--- config.mk ---
export PLATFORM = sky130hd
export DESIGN_NAME = asrs_top
export DESIGN_NICKNAME = d
export VERILOG_FILES = /design/src/asrs_pkg.sv /design/src/asrs_sync.sv /design/src/asrs_shifter.sv /design/src/asrs_top.sv
export SDC_FILE = /design/constraint.sdc
export NUM_CORES = 1
export LEC_CHECK = 0
export ABC_CLOCK_PERIOD_IN_PS = 3150
export BUFFER_PORTS_ARGS = -buffer_cell sky130_fd_sc_hd__buf_2
export CAP_MARGIN = 10
export CORE_MARGIN = 4
export CORE_UTILIZATION = 45
export DETAILED_ROUTE_END_ITERATION = 6
export HOLD_SLACK_MARGIN = 0.08
export PLACE_DENSITY = 0.77
export SLEW_MARGIN = 20
export SYNTH_ARGS = -nofsm -noshare
export SYNTH_HDL_FRONTEND = slang
export SYNTH_SLANG_ARGS = --single-unit
--- constraint.sdc ---
create_clock -name ref_clk_in -period 3.15 [get_ports ref_clk_in]
set_clock_uncertainty 0.1 [all_clocks]
set_input_delay 0.63 -clock ref_clk_in [delete_from_list [all_inputs] [get_ports ref_clk_in]]
set_output_delay 0.63 -clock ref_clk_in [all_outputs]
set_load 0.01 [all_outputs]
--- src/asrs_pkg.sv ---
// Constants and types shared by the serial ready and sync logic
package asrs_pkg;

   // Serial word geometry
   localparam int unsigned COMM_W   = 8;
   localparam int unsigned WORD_W   = 16;
   localparam int unsigned CNT_W    = 5;
   localparam logic [CNT_W-1:0] LEN_COMM = 5'h08;
   localparam logic [CNT_W-1:0] LEN_WORD = 5'h10;

   // Communications byte layout
   localparam int unsigned COMM_RD_BIT = 6;
   localparam int unsigned SEL_LSB     = 0;
   localparam int unsigned SEL_W       = 4;

   // Serial register select codes
   localparam logic [SEL_W-1:0] SEL_STATUS = 4'h0;
   localparam logic [SEL_W-1:0] SEL_MODE   = 4'h1;
   localparam logic [SEL_W-1:0] SEL_MAIN   = 4'h2;
   localparam logic [SEL_W-1:0] SEL_AUX    = 4'h3;

   // Mode register layout and reset value
   localparam int unsigned MODE_LSB         = 0;
   localparam int unsigned MODE_W           = 3;
   localparam int unsigned MODE_MAIN_EN_BIT = 4;
   localparam int unsigned MODE_AUX_EN_BIT  = 5;
   localparam logic [WORD_W-1:0] MODE_RST   = 16'h0010;

   // Serial status word bits
   localparam int unsigned STAT_MAIN_BIT = 0;
   localparam int unsigned STAT_AUX_BIT  = 1;
   localparam int unsigned STAT_CAL_BIT  = 2;

   // Bus register byte offsets
   localparam int unsigned ADDR_W = 8;
   localparam logic [ADDR_W-1:0] OFF_STATUS   = 8'h00;
   localparam logic [ADDR_W-1:0] OFF_IRQ_STAT = 8'h04;
   localparam logic [ADDR_W-1:0] OFF_IRQ_MASK = 8'h08;
   localparam logic [ADDR_W-1:0] OFF_MAIN_DAT = 8'h0C;
   localparam logic [ADDR_W-1:0] OFF_AUX_DAT  = 8'h10;
   localparam logic [ADDR_W-1:0] OFF_EVENT    = 8'h14;

   // Event register bits
   localparam int unsigned EV_MAIN_PRE = 0;
   localparam int unsigned EV_AUX_PRE  = 1;
   localparam int unsigned EV_CAL_DONE = 2;

   // Interrupt bits
   localparam int unsigned IRQ_W         = 3;
   localparam int unsigned IRQ_MAIN_READ = 0;
   localparam int unsigned IRQ_AUX_READ  = 1;
   localparam int unsigned IRQ_MODE_WR   = 2;

   // Bus status register layout
   localparam int unsigned BST_FLAGS_LSB = 0;
   localparam int unsigned BST_MODE_LSB  = 8;
   localparam int unsigned BST_RDY_BIT   = 24;
   localparam int unsigned BST_FILT_BIT  = 25;

   localparam int unsigned HTRANS_ACT_BIT = 1;

   typedef enum logic [1:0] {
      FR_COMM  = 2'b00,
      FR_WRITE = 2'b01,
      FR_READ  = 2'b10
   } asrs_frame_t;

endpackage : asrs_pkg

--- src/asrs_sync.sv ---
// Two-stage synchroniser for pin inputs
`timescale 1ns/1ps
module asrs_sync #(
   parameter int unsigned W = 4
) (
   input  wire logic         ref_clk_in,
   input  wire logic         rst_b_in,
   input  wire logic [W-1:0] async_in,
   output logic      [W-1:0] sync_out
);

   typedef struct packed {
      logic [W-1:0] meta;
      logic [W-1:0] stable;
   } asrs_sync_st_t;

   asrs_sync_st_t st;
   asrs_sync_st_t next_st;

   always_comb begin
      next_st        = st;
      next_st.meta   = async_in;
      next_st.stable = st.meta;
   end

   // Idle level of every pin is high
   always_ff @(posedge ref_clk_in or negedge rst_b_in) begin
      if (!rst_b_in) begin
         st <= '1;
      end else begin
         st <= next_st;
      end
   end

   assign sync_out = st.stable;

endmodule : asrs_sync

--- src/asrs_shifter.sv ---
// Serial shift engine: sample on rising, drive on falling clock edge
`timescale 1ns/1ps
module asrs_shifter (
   input  wire logic                         ref_clk_in,
   input  wire logic                         rst_b_in,
   input  wire logic                         sclk_rise_in,
   input  wire logic                         sclk_fall_in,
   input  wire logic                         sel_in,
   input  wire logic                         din_in,
   input  wire logic [asrs_pkg::CNT_W-1:0]   len_in,
   input  wire logic                         load_in,
   input  wire logic [asrs_pkg::WORD_W-1:0]  load_word_in,
   output logic      [asrs_pkg::WORD_W-1:0]  word_out,
   output logic                              word_done_out,
   output logic      [asrs_pkg::CNT_W-1:0]   bit_cnt_out,
   output logic                              dout_out
);

   typedef struct packed {
      logic [asrs_pkg::WORD_W-1:0] shin;
      logic [asrs_pkg::WORD_W-1:0] shout;
      logic [asrs_pkg::CNT_W-1:0]  cnt;
      logic                        done;
      logic                        dout;
   } asrs_shift_st_t;

   asrs_shift_st_t st;
   asrs_shift_st_t next_st;

   always_comb begin
      next_st      = st;
      next_st.done = 1'b0;
      // RL2 RL16 gaps keep position
      if (sel_in && sclk_rise_in) begin
         next_st.shin  = {st.shin[asrs_pkg::WORD_W-2:0], din_in};
         next_st.shout = {st.shout[asrs_pkg::WORD_W-2:0], 1'b0};
         if (st.cnt + 5'h01 == len_in) begin
            next_st.cnt  = '0;
            next_st.done = 1'b1;
         end else begin
            next_st.cnt = st.cnt + 5'h01;
         end
      end
      if (sel_in && sclk_fall_in) begin
         next_st.dout = st.shout[asrs_pkg::WORD_W-1];
      end
      if (load_in) begin
         next_st.shout = load_word_in;
         next_st.dout  = load_word_in[asrs_pkg::WORD_W-1];
      end
   end

   always_ff @(posedge ref_clk_in or negedge rst_b_in) begin
      if (!rst_b_in) begin
         st <= '0;
      end else begin
         st <= next_st;
      end
   end

   assign word_out      = st.shin;
   assign word_done_out = st.done;
   assign bit_cnt_out   = st.cnt;
   assign dout_out      = st.dout;

endmodule : asrs_shifter

--- src/asrs_top.sv ---
// Serial port, filter sync and data-ready control with AHB-Lite registers
`timescale 1ns/1ps
// Function
// RL1: Host supplies the serial clock for every read and write.
// RL2: Accept continuous or gapped serial clock, keeping contents across gaps.
// RL3: Sync input low holds filter, filter control and calibration control reset.
// RL4: Shared sync lets several devices restart filters from one point.
// RL5: Ready output low while main or aux channel holds unread result.
// RL6: Ready returns high after a full word read, not a partial one.
// RL7: Unread result: ready goes high shortly before next data update.
// RL8: Host avoids starting a read while ready is high.
// RL9: Ready goes low when a calibration cycle finishes.
// RL10: Ready output is NOR of main and aux ready flags.
// RL11: With one channel disabled, ready follows only the active channel.
// RL12: After calibration ready stays low until mode bits are written.
// RL13: Active-low select; tied low gives three-wire operation.
// RL14: Input bits go via shift register to register chosen by select bits.
// RL15: Reset returns control, interface and filter logic to power-on state.
// RL16: Shift in and out on opposite edges; hold position when paused.
module asrs_top (
   input  wire logic        ref_clk_in,
   input  wire logic        rst_b_in,
   input  wire logic        hsel_in,
   input  wire logic [31:0] haddr_in,
   input  wire logic [1:0]  htrans_in,
   input  wire logic        hwrite_in,
   input  wire logic [2:0]  hsize_in,
   input  wire logic        hready_in,
   input  wire logic [31:0] hwdata_in,
   output logic      [31:0] hrdata_out,
   output logic             hreadyout_out,
   output logic             hresp_out,
   input  wire logic        sclk_in,
   input  wire logic        cs_b_in,
   input  wire logic        din_in,
   input  wire logic        sync_b_in,
   output logic             dout_out,
   output logic             rdy_b_out,
   output logic             filter_reset_out,
   output logic [2:0]       mode_out,
   output logic             main_en_out,
   output logic             aux_en_out,
   output logic             start_out,
   output logic             irq_out
);

   typedef struct packed {
      asrs_pkg::asrs_frame_t            frame;
      logic [asrs_pkg::SEL_W-1:0]       sel;
      logic [asrs_pkg::WORD_W-1:0]      mode_reg;
      logic [asrs_pkg::WORD_W-1:0]      main_data;
      logic [asrs_pkg::WORD_W-1:0]      aux_data;
      logic                             main_flag;
      logic                             aux_flag;
      logic                             cal_hold;
      logic                             rdy_b;
      logic                             filt_rst;
      logic                             start;
      logic [asrs_pkg::IRQ_W-1:0]       irq_stat;
      logic [asrs_pkg::IRQ_W-1:0]       irq_mask;
      logic                             irq;
      logic                             wr_pend;
      logic [asrs_pkg::ADDR_W-1:0]      wr_addr;
      logic [31:0]                      hrdata;
      logic                             sclk_prev;
      logic                             load;
      logic [asrs_pkg::WORD_W-1:0]      load_word;
      logic [asrs_pkg::CNT_W-1:0]       len;
   } asrs_top_st_t;

   asrs_top_st_t st;
   asrs_top_st_t next_st;

   logic [3:0]                   pins_sync;
   logic                         sclk_s;
   logic                         cs_b_s;
   logic                         din_s;
   logic                         sync_b_s;
   logic                         sclk_rise;
   logic                         sclk_fall;
   logic [asrs_pkg::WORD_W-1:0]  word;
   logic                         word_done;
   logic [asrs_pkg::CNT_W-1:0]   bit_cnt;
   logic                         addr_take;

   // Pin inputs pass two flops first
   asrs_sync #(
      .W (4)
   ) u_sync (
      .ref_clk_in (ref_clk_in),
      .rst_b_in   (rst_b_in),
      .async_in   ({sclk_in, cs_b_in, din_in, sync_b_in}),
      .sync_out   (pins_sync)
   );

   assign sclk_s    = pins_sync[3];
   assign cs_b_s    = pins_sync[2];
   assign din_s     = pins_sync[1];
   assign sync_b_s  = pins_sync[0];
   // RL1 edges of host clock
   assign sclk_rise = sclk_s & ~st.sclk_prev;
   assign sclk_fall = ~sclk_s & st.sclk_prev;

   // RL13 select frames shifting
   asrs_shifter u_shift (
      .ref_clk_in    (ref_clk_in),
      .rst_b_in      (rst_b_in),
      .sclk_rise_in  (sclk_rise),
      .sclk_fall_in  (sclk_fall),
      .sel_in        (~cs_b_s),
      .din_in        (din_s),
      .len_in        (st.len),
      .load_in       (st.load),
      .load_word_in  (st.load_word),
      .word_out      (word),
      .word_done_out (word_done),
      .bit_cnt_out   (bit_cnt),
      .dout_out      (dout_out)
   );

   assign addr_take = hsel_in & htrans_in[asrs_pkg::HTRANS_ACT_BIT] & hready_in;

   function automatic logic [asrs_pkg::WORD_W-1:0] serial_read(
      input logic [asrs_pkg::SEL_W-1:0] sel,
      input asrs_top_st_t               s
   );
      logic [asrs_pkg::WORD_W-1:0] r;
      r = '0;
      unique case (sel)
         asrs_pkg::SEL_STATUS: begin
            r[asrs_pkg::STAT_MAIN_BIT] = s.main_flag;
            r[asrs_pkg::STAT_AUX_BIT]  = s.aux_flag;
            r[asrs_pkg::STAT_CAL_BIT]  = s.cal_hold;
         end
         asrs_pkg::SEL_MODE: r = s.mode_reg;
         asrs_pkg::SEL_MAIN: r = s.main_data;
         asrs_pkg::SEL_AUX:  r = s.aux_data;
         default:            r = '0;
      endcase
      return r;
   endfunction : serial_read

   function automatic logic [31:0] bus_read(
      input logic [asrs_pkg::ADDR_W-1:0] addr,
      input asrs_top_st_t                s
   );
      logic [31:0] r;
      r = '0;
      unique case (addr)
         asrs_pkg::OFF_STATUS: begin
            r[asrs_pkg::BST_FLAGS_LSB +: asrs_pkg::WORD_W] = serial_read(asrs_pkg::SEL_STATUS, s);
            r[asrs_pkg::BST_MODE_LSB +: asrs_pkg::WORD_W]  = s.mode_reg;
            r[asrs_pkg::BST_RDY_BIT]                       = s.rdy_b;
            r[asrs_pkg::BST_FILT_BIT]                      = s.filt_rst;
         end
         asrs_pkg::OFF_IRQ_STAT: r[asrs_pkg::IRQ_W-1:0] = s.irq_stat;
         asrs_pkg::OFF_IRQ_MASK: r[asrs_pkg::IRQ_W-1:0] = s.irq_mask;
         asrs_pkg::OFF_MAIN_DAT: r[asrs_pkg::WORD_W-1:0] = s.main_data;
         asrs_pkg::OFF_AUX_DAT:  r[asrs_pkg::WORD_W-1:0] = s.aux_data;
         default:                r = '0;
      endcase
      return r;
   endfunction : bus_read

   always_comb begin
      logic [asrs_pkg::IRQ_W-1:0] irq_set;
      logic [asrs_pkg::IRQ_W-1:0] irq_clr;
      logic                       main_en;
      logic                       aux_en;
      logic                       main_rd;
      logic                       aux_rd;
      logic                       main_pre;
      logic                       aux_pre;
      logic                       main_upd;
      logic                       aux_upd;
      logic                       cal_done;
      logic                       mode_wr;
      irq_set   = '0;
      irq_clr   = '0;
      main_rd   = 1'b0;
      aux_rd    = 1'b0;
      main_pre  = 1'b0;
      aux_pre   = 1'b0;
      main_upd  = 1'b0;
      aux_upd   = 1'b0;
      cal_done  = 1'b0;
      mode_wr   = 1'b0;
      main_en   = 1'b0;
      aux_en    = 1'b0;
      next_st   = st;
      next_st.sclk_prev = sclk_s;
      next_st.load      = 1'b0;
      next_st.start     = 1'b0;

      // RL14 word routed by select bits
      if (word_done) begin
         unique case (st.frame)
            asrs_pkg::FR_COMM: begin
               next_st.sel = word[asrs_pkg::SEL_LSB +: asrs_pkg::SEL_W];
               next_st.len = asrs_pkg::LEN_WORD;
               if (word[asrs_pkg::COMM_RD_BIT]) begin
                  next_st.frame     = asrs_pkg::FR_READ;
                  next_st.load      = 1'b1;
                  next_st.load_word = serial_read(word[asrs_pkg::SEL_LSB +: asrs_pkg::SEL_W], st);
               end else begin
                  next_st.frame = asrs_pkg::FR_WRITE;
               end
            end
            asrs_pkg::FR_WRITE: begin
               next_st.frame = asrs_pkg::FR_COMM;
               next_st.len   = asrs_pkg::LEN_COMM;
               mode_wr       = (st.sel == asrs_pkg::SEL_MODE);
            end
            asrs_pkg::FR_READ: begin
               next_st.frame = asrs_pkg::FR_COMM;
               next_st.len   = asrs_pkg::LEN_COMM;
               // RL6 only a whole word counts
               main_rd       = (st.sel == asrs_pkg::SEL_MAIN);
               aux_rd        = (st.sel == asrs_pkg::SEL_AUX);
            end
            default: begin
               next_st.frame = asrs_pkg::FR_COMM;
               next_st.len   = asrs_pkg::LEN_COMM;
            end
         endcase
      end

      // Bus address phase; zero wait states
      next_st.wr_pend = 1'b0;
      if (addr_take) begin
         if (hwrite_in) begin
            next_st.wr_pend = 1'b1;
            next_st.wr_addr = haddr_in[asrs_pkg::ADDR_W-1:0];
         end else begin
            next_st.hrdata = bus_read(haddr_in[asrs_pkg::ADDR_W-1:0], st);
         end
      end

      // Bus data phase
      if (st.wr_pend) begin
         unique case (st.wr_addr)
            asrs_pkg::OFF_IRQ_STAT: irq_clr = hwdata_in[asrs_pkg::IRQ_W-1:0];
            asrs_pkg::OFF_IRQ_MASK: next_st.irq_mask = hwdata_in[asrs_pkg::IRQ_W-1:0];
            asrs_pkg::OFF_MAIN_DAT: begin
               next_st.main_data = hwdata_in[asrs_pkg::WORD_W-1:0];
               main_upd          = 1'b1;
            end
            asrs_pkg::OFF_AUX_DAT: begin
               next_st.aux_data = hwdata_in[asrs_pkg::WORD_W-1:0];
               aux_upd          = 1'b1;
            end
            asrs_pkg::OFF_EVENT: begin
               main_pre = hwdata_in[asrs_pkg::EV_MAIN_PRE];
               aux_pre  = hwdata_in[asrs_pkg::EV_AUX_PRE];
               cal_done = hwdata_in[asrs_pkg::EV_CAL_DONE];
            end
            default: begin
               irq_clr = '0;
            end
         endcase
      end

      // RL12 mode write starts conversion or calibration
      if (mode_wr) begin
         next_st.mode_reg = word;
         next_st.start    = 1'b1;
         if (st.cal_hold) begin
            next_st.cal_hold  = 1'b0;
            next_st.main_flag = 1'b0;
            next_st.aux_flag  = 1'b0;
         end
      end

      // RL6 full read clears flag unless calibration holds it
      if (main_rd && !st.cal_hold) begin
         next_st.main_flag = 1'b0;
      end
      if (aux_rd && !st.cal_hold) begin
         next_st.aux_flag = 1'b0;
      end
      // RL7 stale result withdrawn before update
      if (main_pre && !st.cal_hold) begin
         next_st.main_flag = 1'b0;
      end
      if (aux_pre && !st.cal_hold) begin
         next_st.aux_flag = 1'b0;
      end

      // RL5 new result sets flag
      if (main_upd) begin
         next_st.main_flag = 1'b1;
      end
      if (aux_upd) begin
         next_st.aux_flag = 1'b1;
      end
      // RL9 calibration end sets main flag, pulling ready low when main channel is enabled
      if (cal_done) begin
         next_st.main_flag = 1'b1;
         next_st.cal_hold  = 1'b1;
      end

      // RL3 sync low holds filter and calibration control in reset
      // RL4 all devices restart together on release
      next_st.filt_rst = ~sync_b_s;
      if (!sync_b_s) begin
         next_st.main_flag = 1'b0;
         next_st.aux_flag  = 1'b0;
         next_st.cal_hold  = 1'b0;
      end

      main_en = next_st.mode_reg[asrs_pkg::MODE_MAIN_EN_BIT];
      aux_en  = next_st.mode_reg[asrs_pkg::MODE_AUX_EN_BIT];
      // RL10 NOR of flags
      // RL11 disabled channel ignored
      next_st.rdy_b = ~((next_st.main_flag & main_en) | (next_st.aux_flag & aux_en));

      irq_set[asrs_pkg::IRQ_MAIN_READ] = main_rd;
      irq_set[asrs_pkg::IRQ_AUX_READ]  = aux_rd;
      irq_set[asrs_pkg::IRQ_MODE_WR]   = mode_wr;
      // Set wins over write-one clear
      next_st.irq_stat = (st.irq_stat & ~irq_clr) | irq_set;
      next_st.irq      = |(next_st.irq_stat & next_st.irq_mask);
   end

   // RL15 reset to power-on state
   always_ff @(posedge ref_clk_in or negedge rst_b_in) begin
      if (!rst_b_in) begin
         st           <= '0;
         st.frame     <= asrs_pkg::FR_COMM;
         st.mode_reg  <= asrs_pkg::MODE_RST;
         st.rdy_b     <= 1'b1;
         st.sclk_prev <= 1'b1;
         st.len       <= asrs_pkg::LEN_COMM;
      end else begin
         st <= next_st;
      end
   end

   assign hrdata_out       = st.hrdata;
   assign hreadyout_out    = 1'b1;
   assign hresp_out        = 1'b0;
   assign rdy_b_out        = st.rdy_b;
   assign filter_reset_out = st.filt_rst;
   assign mode_out         = st.mode_reg[asrs_pkg::MODE_LSB +: asrs_pkg::MODE_W];
   assign main_en_out      = st.mode_reg[asrs_pkg::MODE_MAIN_EN_BIT];
   assign aux_en_out       = st.mode_reg[asrs_pkg::MODE_AUX_EN_BIT];
   assign start_out        = st.start;
   assign irq_out          = st.irq;
endmodule : asrs_top

==> results of run 1 <==
==> area by class of cell <==
class	count	area share (%)
Multi-Input combinational cell	450	33.6
Inverter	8	0.360
Clock inverter	8	0.554
Timing Repair Buffer	82	5.53
Tap cell	216	3.24
Clock buffer	24	5.89
Sequential cell	169	50.8
==> per-stage QoR <==
stage	hold WS (ps)	worst slack (ps)	instance area [sq um]	std cells
2_1_floorplan	234	1030	7520	699
3_3_place_gp	246	556	7810	925
3_5_place_dp	247	498	7810	925
4_1_cts	141	729	8350	957
5_1_grt	163	646	8350	957
6_report	108	722	8350	957
==> worst paths after layout <==
check,start,slack [ps],endpoint,cells after the start
worst max register to register,st[128],720,st[112],4
worst min register to register,u_sync.next_st[3],250,u_sync.sync_out[3],0
worst max-delay path,st[128],720,st[112],4
worst min-delay path,rst_b_in,110,st[61],1
max in group asynchronous,rst_b_in,2010,rdy_b_out,2
min in group ref_clk_in,sclk_in,210,u_sync.next_st[3],1
==> power breakdown <==
| group | total (mW) | internal [mW] | switching [mW] |
|---|---|---|---|
| logic | 0.457 | 0.214 | 0.242 |
| clock network | 1.89 | 1.08 | 0.801 |
| registers | 2.46 | 2.32 | 0.147 |
==> flip-flops by register name, summed over array words and instances, names as in the netlist, 3 cells and up <==
name,count
hrdata_out,26
u_shift.word_out,16
u_sync.sync_out,4
u_sync.next_st,4
mode_out,3
u_shift.st,16
u_shift.bit_cnt_out,5
st,87
==> layer usage <==
| metal | share of wire [%] | GRT usage [%] | vias to the layer above |
|---|---|---|---|
| met1 | 43 | 25.1 | 2552 |
| met5 | 0 | 0 | - |
| met4 | 1.9 | 6.54 | 0 |
| li1 | - | - | 2423 |
| met3 | 6.0 | 4.89 | 22 |
| met2 | 49 | 30.2 | 157 |
==> logic make-up after synthesis <==
kind of cell,count (synthesis),synth area share [%]
multiplexers,78,11.9
adder cells (fa/ha/maj),2,0.334
AO/OA/AOI/OAI,118,10.3
buffers and inverters,80,6.29
XOR/XNOR,6,0.701
other,2,0.100
AND/OR/NAND/NOR,238,13.7
flip-flops,169,56.6
==> cells in the final DEF (no fill, tap or decap), types with 7 or more instances in the layout <==
master and instances:
a222oi_1 11, a22oi_1 18, buf_2 68, buf_4 12
clkbuf_16 17, conb_1 8, dfrtp_1 157, dfstp_2 12
mux2_2 60, mux2i_1 15, nand2_1 183, nand3_1 9
nor2_1 13, o21ai_0 50, o21ai_1 7
==> impl_metrics.tcl, run 1 <==
set metrics [dict create \
    antenna_left 0 \
    final_nets 808 \
    ios 122 \
    grt_max_degree 75 \
    yosys_warnings 0 \
    port_buffers 69 \
    diodes 0 \
    initial_core_util_pct 46.5 \
    grt_overflow_total 0 \
    power_mw 4.80 \
    vias 5154 \
    crit_slowest_cell "or4_4" \
    area_growth_pct 11.4 \
    drt_wl_total_microns 16400 \
    cts.htree.levels 4 \
    drive_gt1_share_pct 26.9 \
    ctsHoldBuffers 0 \
    endpoint_kind "flop" \
    synth_flop_cell "dfrtp_1" \
    power.density_mw_per_mm2 575 \
    synth_top_area_cell "dfrtp_1" \
    grtUsageTotal_pct 18.9 \
    netlist_area_sq_mm 0.00749 \
    tns_ps 0 \
    die_h_microns 137 \
    die-area_sq_mm 0.0188 \
    cts_tree "done" \
    grt_pass1_vias 5303 \
    yosys.cell_count.top_type "nand2_1" \
    antenna_found_initial 0 \
    drcViolationCount 0 \
    dr.pass1.iters 6 \
    ir_drop_v 0.000398 \
    n_fill_cell 1407 \
    crit_buf_inv 1 \
    grt_pass1_wl_microns 27500 \
    post-route-period-util_pct 77.1 \
    hold_viol 0 \
    rsz0062_at_grt "false" \
    leakage_nw 3.93 \
    hold_path_class "input port to asynchronous set/reset pin" \
    drv_slew 0 \
    syn_avg_cell_area_sq_um 10.8 \
    final-seq-area_sq_mm 0.00424 \
    die_w_microns 137 \
    critPathMaxFanout 18 \
    relSlewSlack_pct 31.8 \
    clock_latency_ps 420 \
    syn_inst 693 \
    synthTopCellsByCount "nand2_1 (183), dfrtp_1 (157), mux2_2 (60)" \
    cts_buffers 17 \
    wire_per_inst_microns 17.1 \
    arrival_ps 2640 \
    crit_type "flop to flop" \
    status "finished clean" \
    synth_cell_type_count 54 \
    drv_cap 0 \
    period_needed_ps 2430 \
    worstSetupStartpointType "flop" \
    place_congestion 0.806 \
    root_buffer "clkbuf_16" \
    required_ps 3360 \
    fmax_mhz 412 \
    tightest_slew_ps 1020 \
    crit_chain "or3b_1, or4_4, inv_2, mux2_2" \
    synth_top_area_share_pct 52.4 \
    setup_viol 0 \
    async_flop_share_pct 100 \
    critical-path-top-delay-family "simple AND/OR/NAND/NOR gates" \
    multiInputGateArea_sq_mm 0.00281 \
    final_util_pct 51.8 \
    num_rows 46 \
    cts_sinks 169 \
    yosysSeqAreaShare_pct 56.6 \
    synthTopCellsByArea "dfrtp_1 (52%), nand2_1 (9.2%), mux2_2 (9.0%)" \
    drt_iter0_markers 436 \
    vias_per_cell 5.39 \
    place_hpwl_microns 11200 \
    fp.coreArea_sq_mm 0.0161 \
    synth_seq_cells 169 \
    synth_edf_count 0 \
    cts_buffer_depth 2 \
    cts_resized 0 \
    post-cts-setup-buffer-count 0 \
    path_clk_slew_ps 60 \
    slowest_delay_ps 670 \
]
Power figures use the tool's default switching activity.
==> run 2, diff against run 1 <==
--- a/config.mk
+++ b/config.mk
@@ -5,7 +5,7 @@
 export SDC_FILE = /design/constraint.sdc
 export NUM_CORES = 1
 export LEC_CHECK = 0
-export ABC_CLOCK_PERIOD_IN_PS = 3150
+export ABC_CLOCK_PERIOD_IN_PS = 2500
 export BUFFER_PORTS_ARGS = -buffer_cell sky130_fd_sc_hd__buf_2
 export CAP_MARGIN = 10
 export CORE_MARGIN = 4
==> constraint.sdc (replaced) <==
create_clock -name ref_clk_in -period 2.5 [get_ports ref_clk_in]
set_clock_uncertainty 0.1 [all_clocks]
set_input_delay 0.5 -clock ref_clk_in [delete_from_list [all_inputs] [get_ports ref_clk_in]]
set_output_delay 0.5 -clock ref_clk_in [all_outputs]
set_load 0.01 [all_outputs]
==> run 2 against run 1 <==
Compared with the run above:
- clock power up 38%
- design area up 2.3%
- utilization grew 1.2 points
- combinational power increased by 35%
- highest routed layer unchanged
==> impl_metrics.tcl, run 2 (synthesis results as in run 1) <==
set metrics [dict create \
    largest_reg_flops 87 \
    dp_slack_ps 199 \
    setup_viol 0 \
    die_w_microns 137 \
    dr.max_layer_used "met4" \
    drt_wl_total_microns 17000 \
    hold_viol 0 \
    final_nets 823 \
    worstSetupStartpointType "flop" \
    die-area_sq_mm 0.0188 \
    crit_type "flop to flop" \
    largest-register "st" \
    cts_resized 0 \
    tns_ps 0 \
    post-route-period-util_pct 86.7 \
    cts_buffers 17 \
    dr.pass1.iters 7 \
    vias_per_cell 5.42 \
    clock_latency_ps 420 \
    n_fill_cell 1375 \
    initial_core_util_pct 46.5 \
    period_needed_ps 2170 \
    wire_per_inst_microns 17.5 \
    layout_commonest_cell "nand2_1" \
    mostFrequentLayoutCells "nand2_1 (183), dfrtp_1 (157), buf_2 (68), mux2_2 (60), o21ai_0 (50)" \
    endpoint_kind "flop" \
    wl_met3_microns 895 \
    grt_pass1_wl_microns 28400 \
    grt_max_degree 50 \
    drv_slew 0 \
    root_buffer "clkbuf_16" \
    diodes 0 \
    arrival_ps 2370 \
    antenna_left 0 \
    ir_drop_v 0.000471 \
    wl_met1_microns 7230 \
    place_congestion 0.801 \
    drt_iter0_markers 465 \
    area_growth_pct 14.0 \
    fmax_mhz 461 \
    fp.coreArea_sq_mm 0.0161 \
    ios 122 \
    status "finished clean" \
    antenna_found_initial 0 \
    power_mw 6.32 \
    hold_path_class "input port to flop" \
    num_rows 46 \
    cts_sinks 169 \
    port_buffers 69 \
    wl_met2_microns 8660 \
    drv_cap 0 \
    required_ps 2700 \
    grt_overflow_total 0 \
    cts.htree.levels 4 \
    grtUsageTotal_pct 19.5 \
    cts_buffer_depth 2 \
    setup_ws_ps 333 \
    cts_tree "done" \
    vias 5261 \
    leakage_nw 4.02 \
    place_hpwl_microns 11500 \
    final_util_pct 53.0 \
    tightest_slew_ps 1040 \
    power.density_mw_per_mm2 740 \
    rsz0062_at_grt "false" \
    grt_pass1_vias 5517 \
    drive_gt1_share_pct 27.7 \
    die_h_microns 137 \
    path_clk_slew_ps 60 \
    drcViolationCount 0 \
    critPathMaxFanout 8 \
    relSlewSlack_pct 30.2 \
]
run 2: final timing paths:
path,from,endpoint,slack [ps],depth (start not counted)
max,st[128],st[112],330,4
min,haddr_in[6],st[61],190,3
max reg2reg,st[128],st[112],330,4
min reg2reg,u_sync.next_st[2],u_sync.sync_out[2],250,0
max in group asynchronous,rst_b_in,main_en_out,1120,3
min in group asynchronous,rst_b_in,st[56],480,2
run 2: layout make-up:
cell class / instances / area (sq um) / area share (%)
inverters: 8 / 30.0 / 0.352
repair buffers: 97 / 599 / 7.02
well taps: 216 / 270 / 3.16
clock buffers: 24 / 502 / 5.87
clock inverters: 7 / 90.1 / 1.05
multi-input cells: 450 / 2810 / 32.9
flip-flops and latches: 169 / 4240 / 49.7
run 2: routing by layer:
| layer | vias to the layer above | global-route usage (%) |
|---|---|---|
| li1 | 2444 | - |
| met1 | 2639 | 25.3 |
| met2 | 166 | 32.4 |
| met3 | 12 | 4.89 |
| met4 | 0 | 5.93 |
| met5 | - | 0 |
run 2: timing repair:
| item | 4_1_cts | 5_1_grt |
|---|---|---|
| setup buffers | 0 | 0 |
| hold buffers | 5 | 0 |
| endpoints found under the hold margin | 46 | 0 |
run 2: worst max-delay path, stage by stage, from the launching register on:
cell and delay (ps):
dfrtp_1 390, or3b_1 410, or4_4 610, inv_2 190
mux2_2 350
run 2: through the flow:
step | cell area (sq um) | hold WS (ps) | std cells
floorplan | 7520 | 104 | 699
global placement | 7900 | 246 | 935
detailed placement | 7900 | 247 | 935
CTS | 8540 | 174 | 971
global route | 8540 | 189 | 971
finish | 8540 | 187 | 971
run 2: where the power goes:
group	total, mW	switching (mW)	internal, mW
Clock	2.61	1.01	1.59
Combinational	0.616	0.325	0.291
Sequential	3.10	0.182	2.92
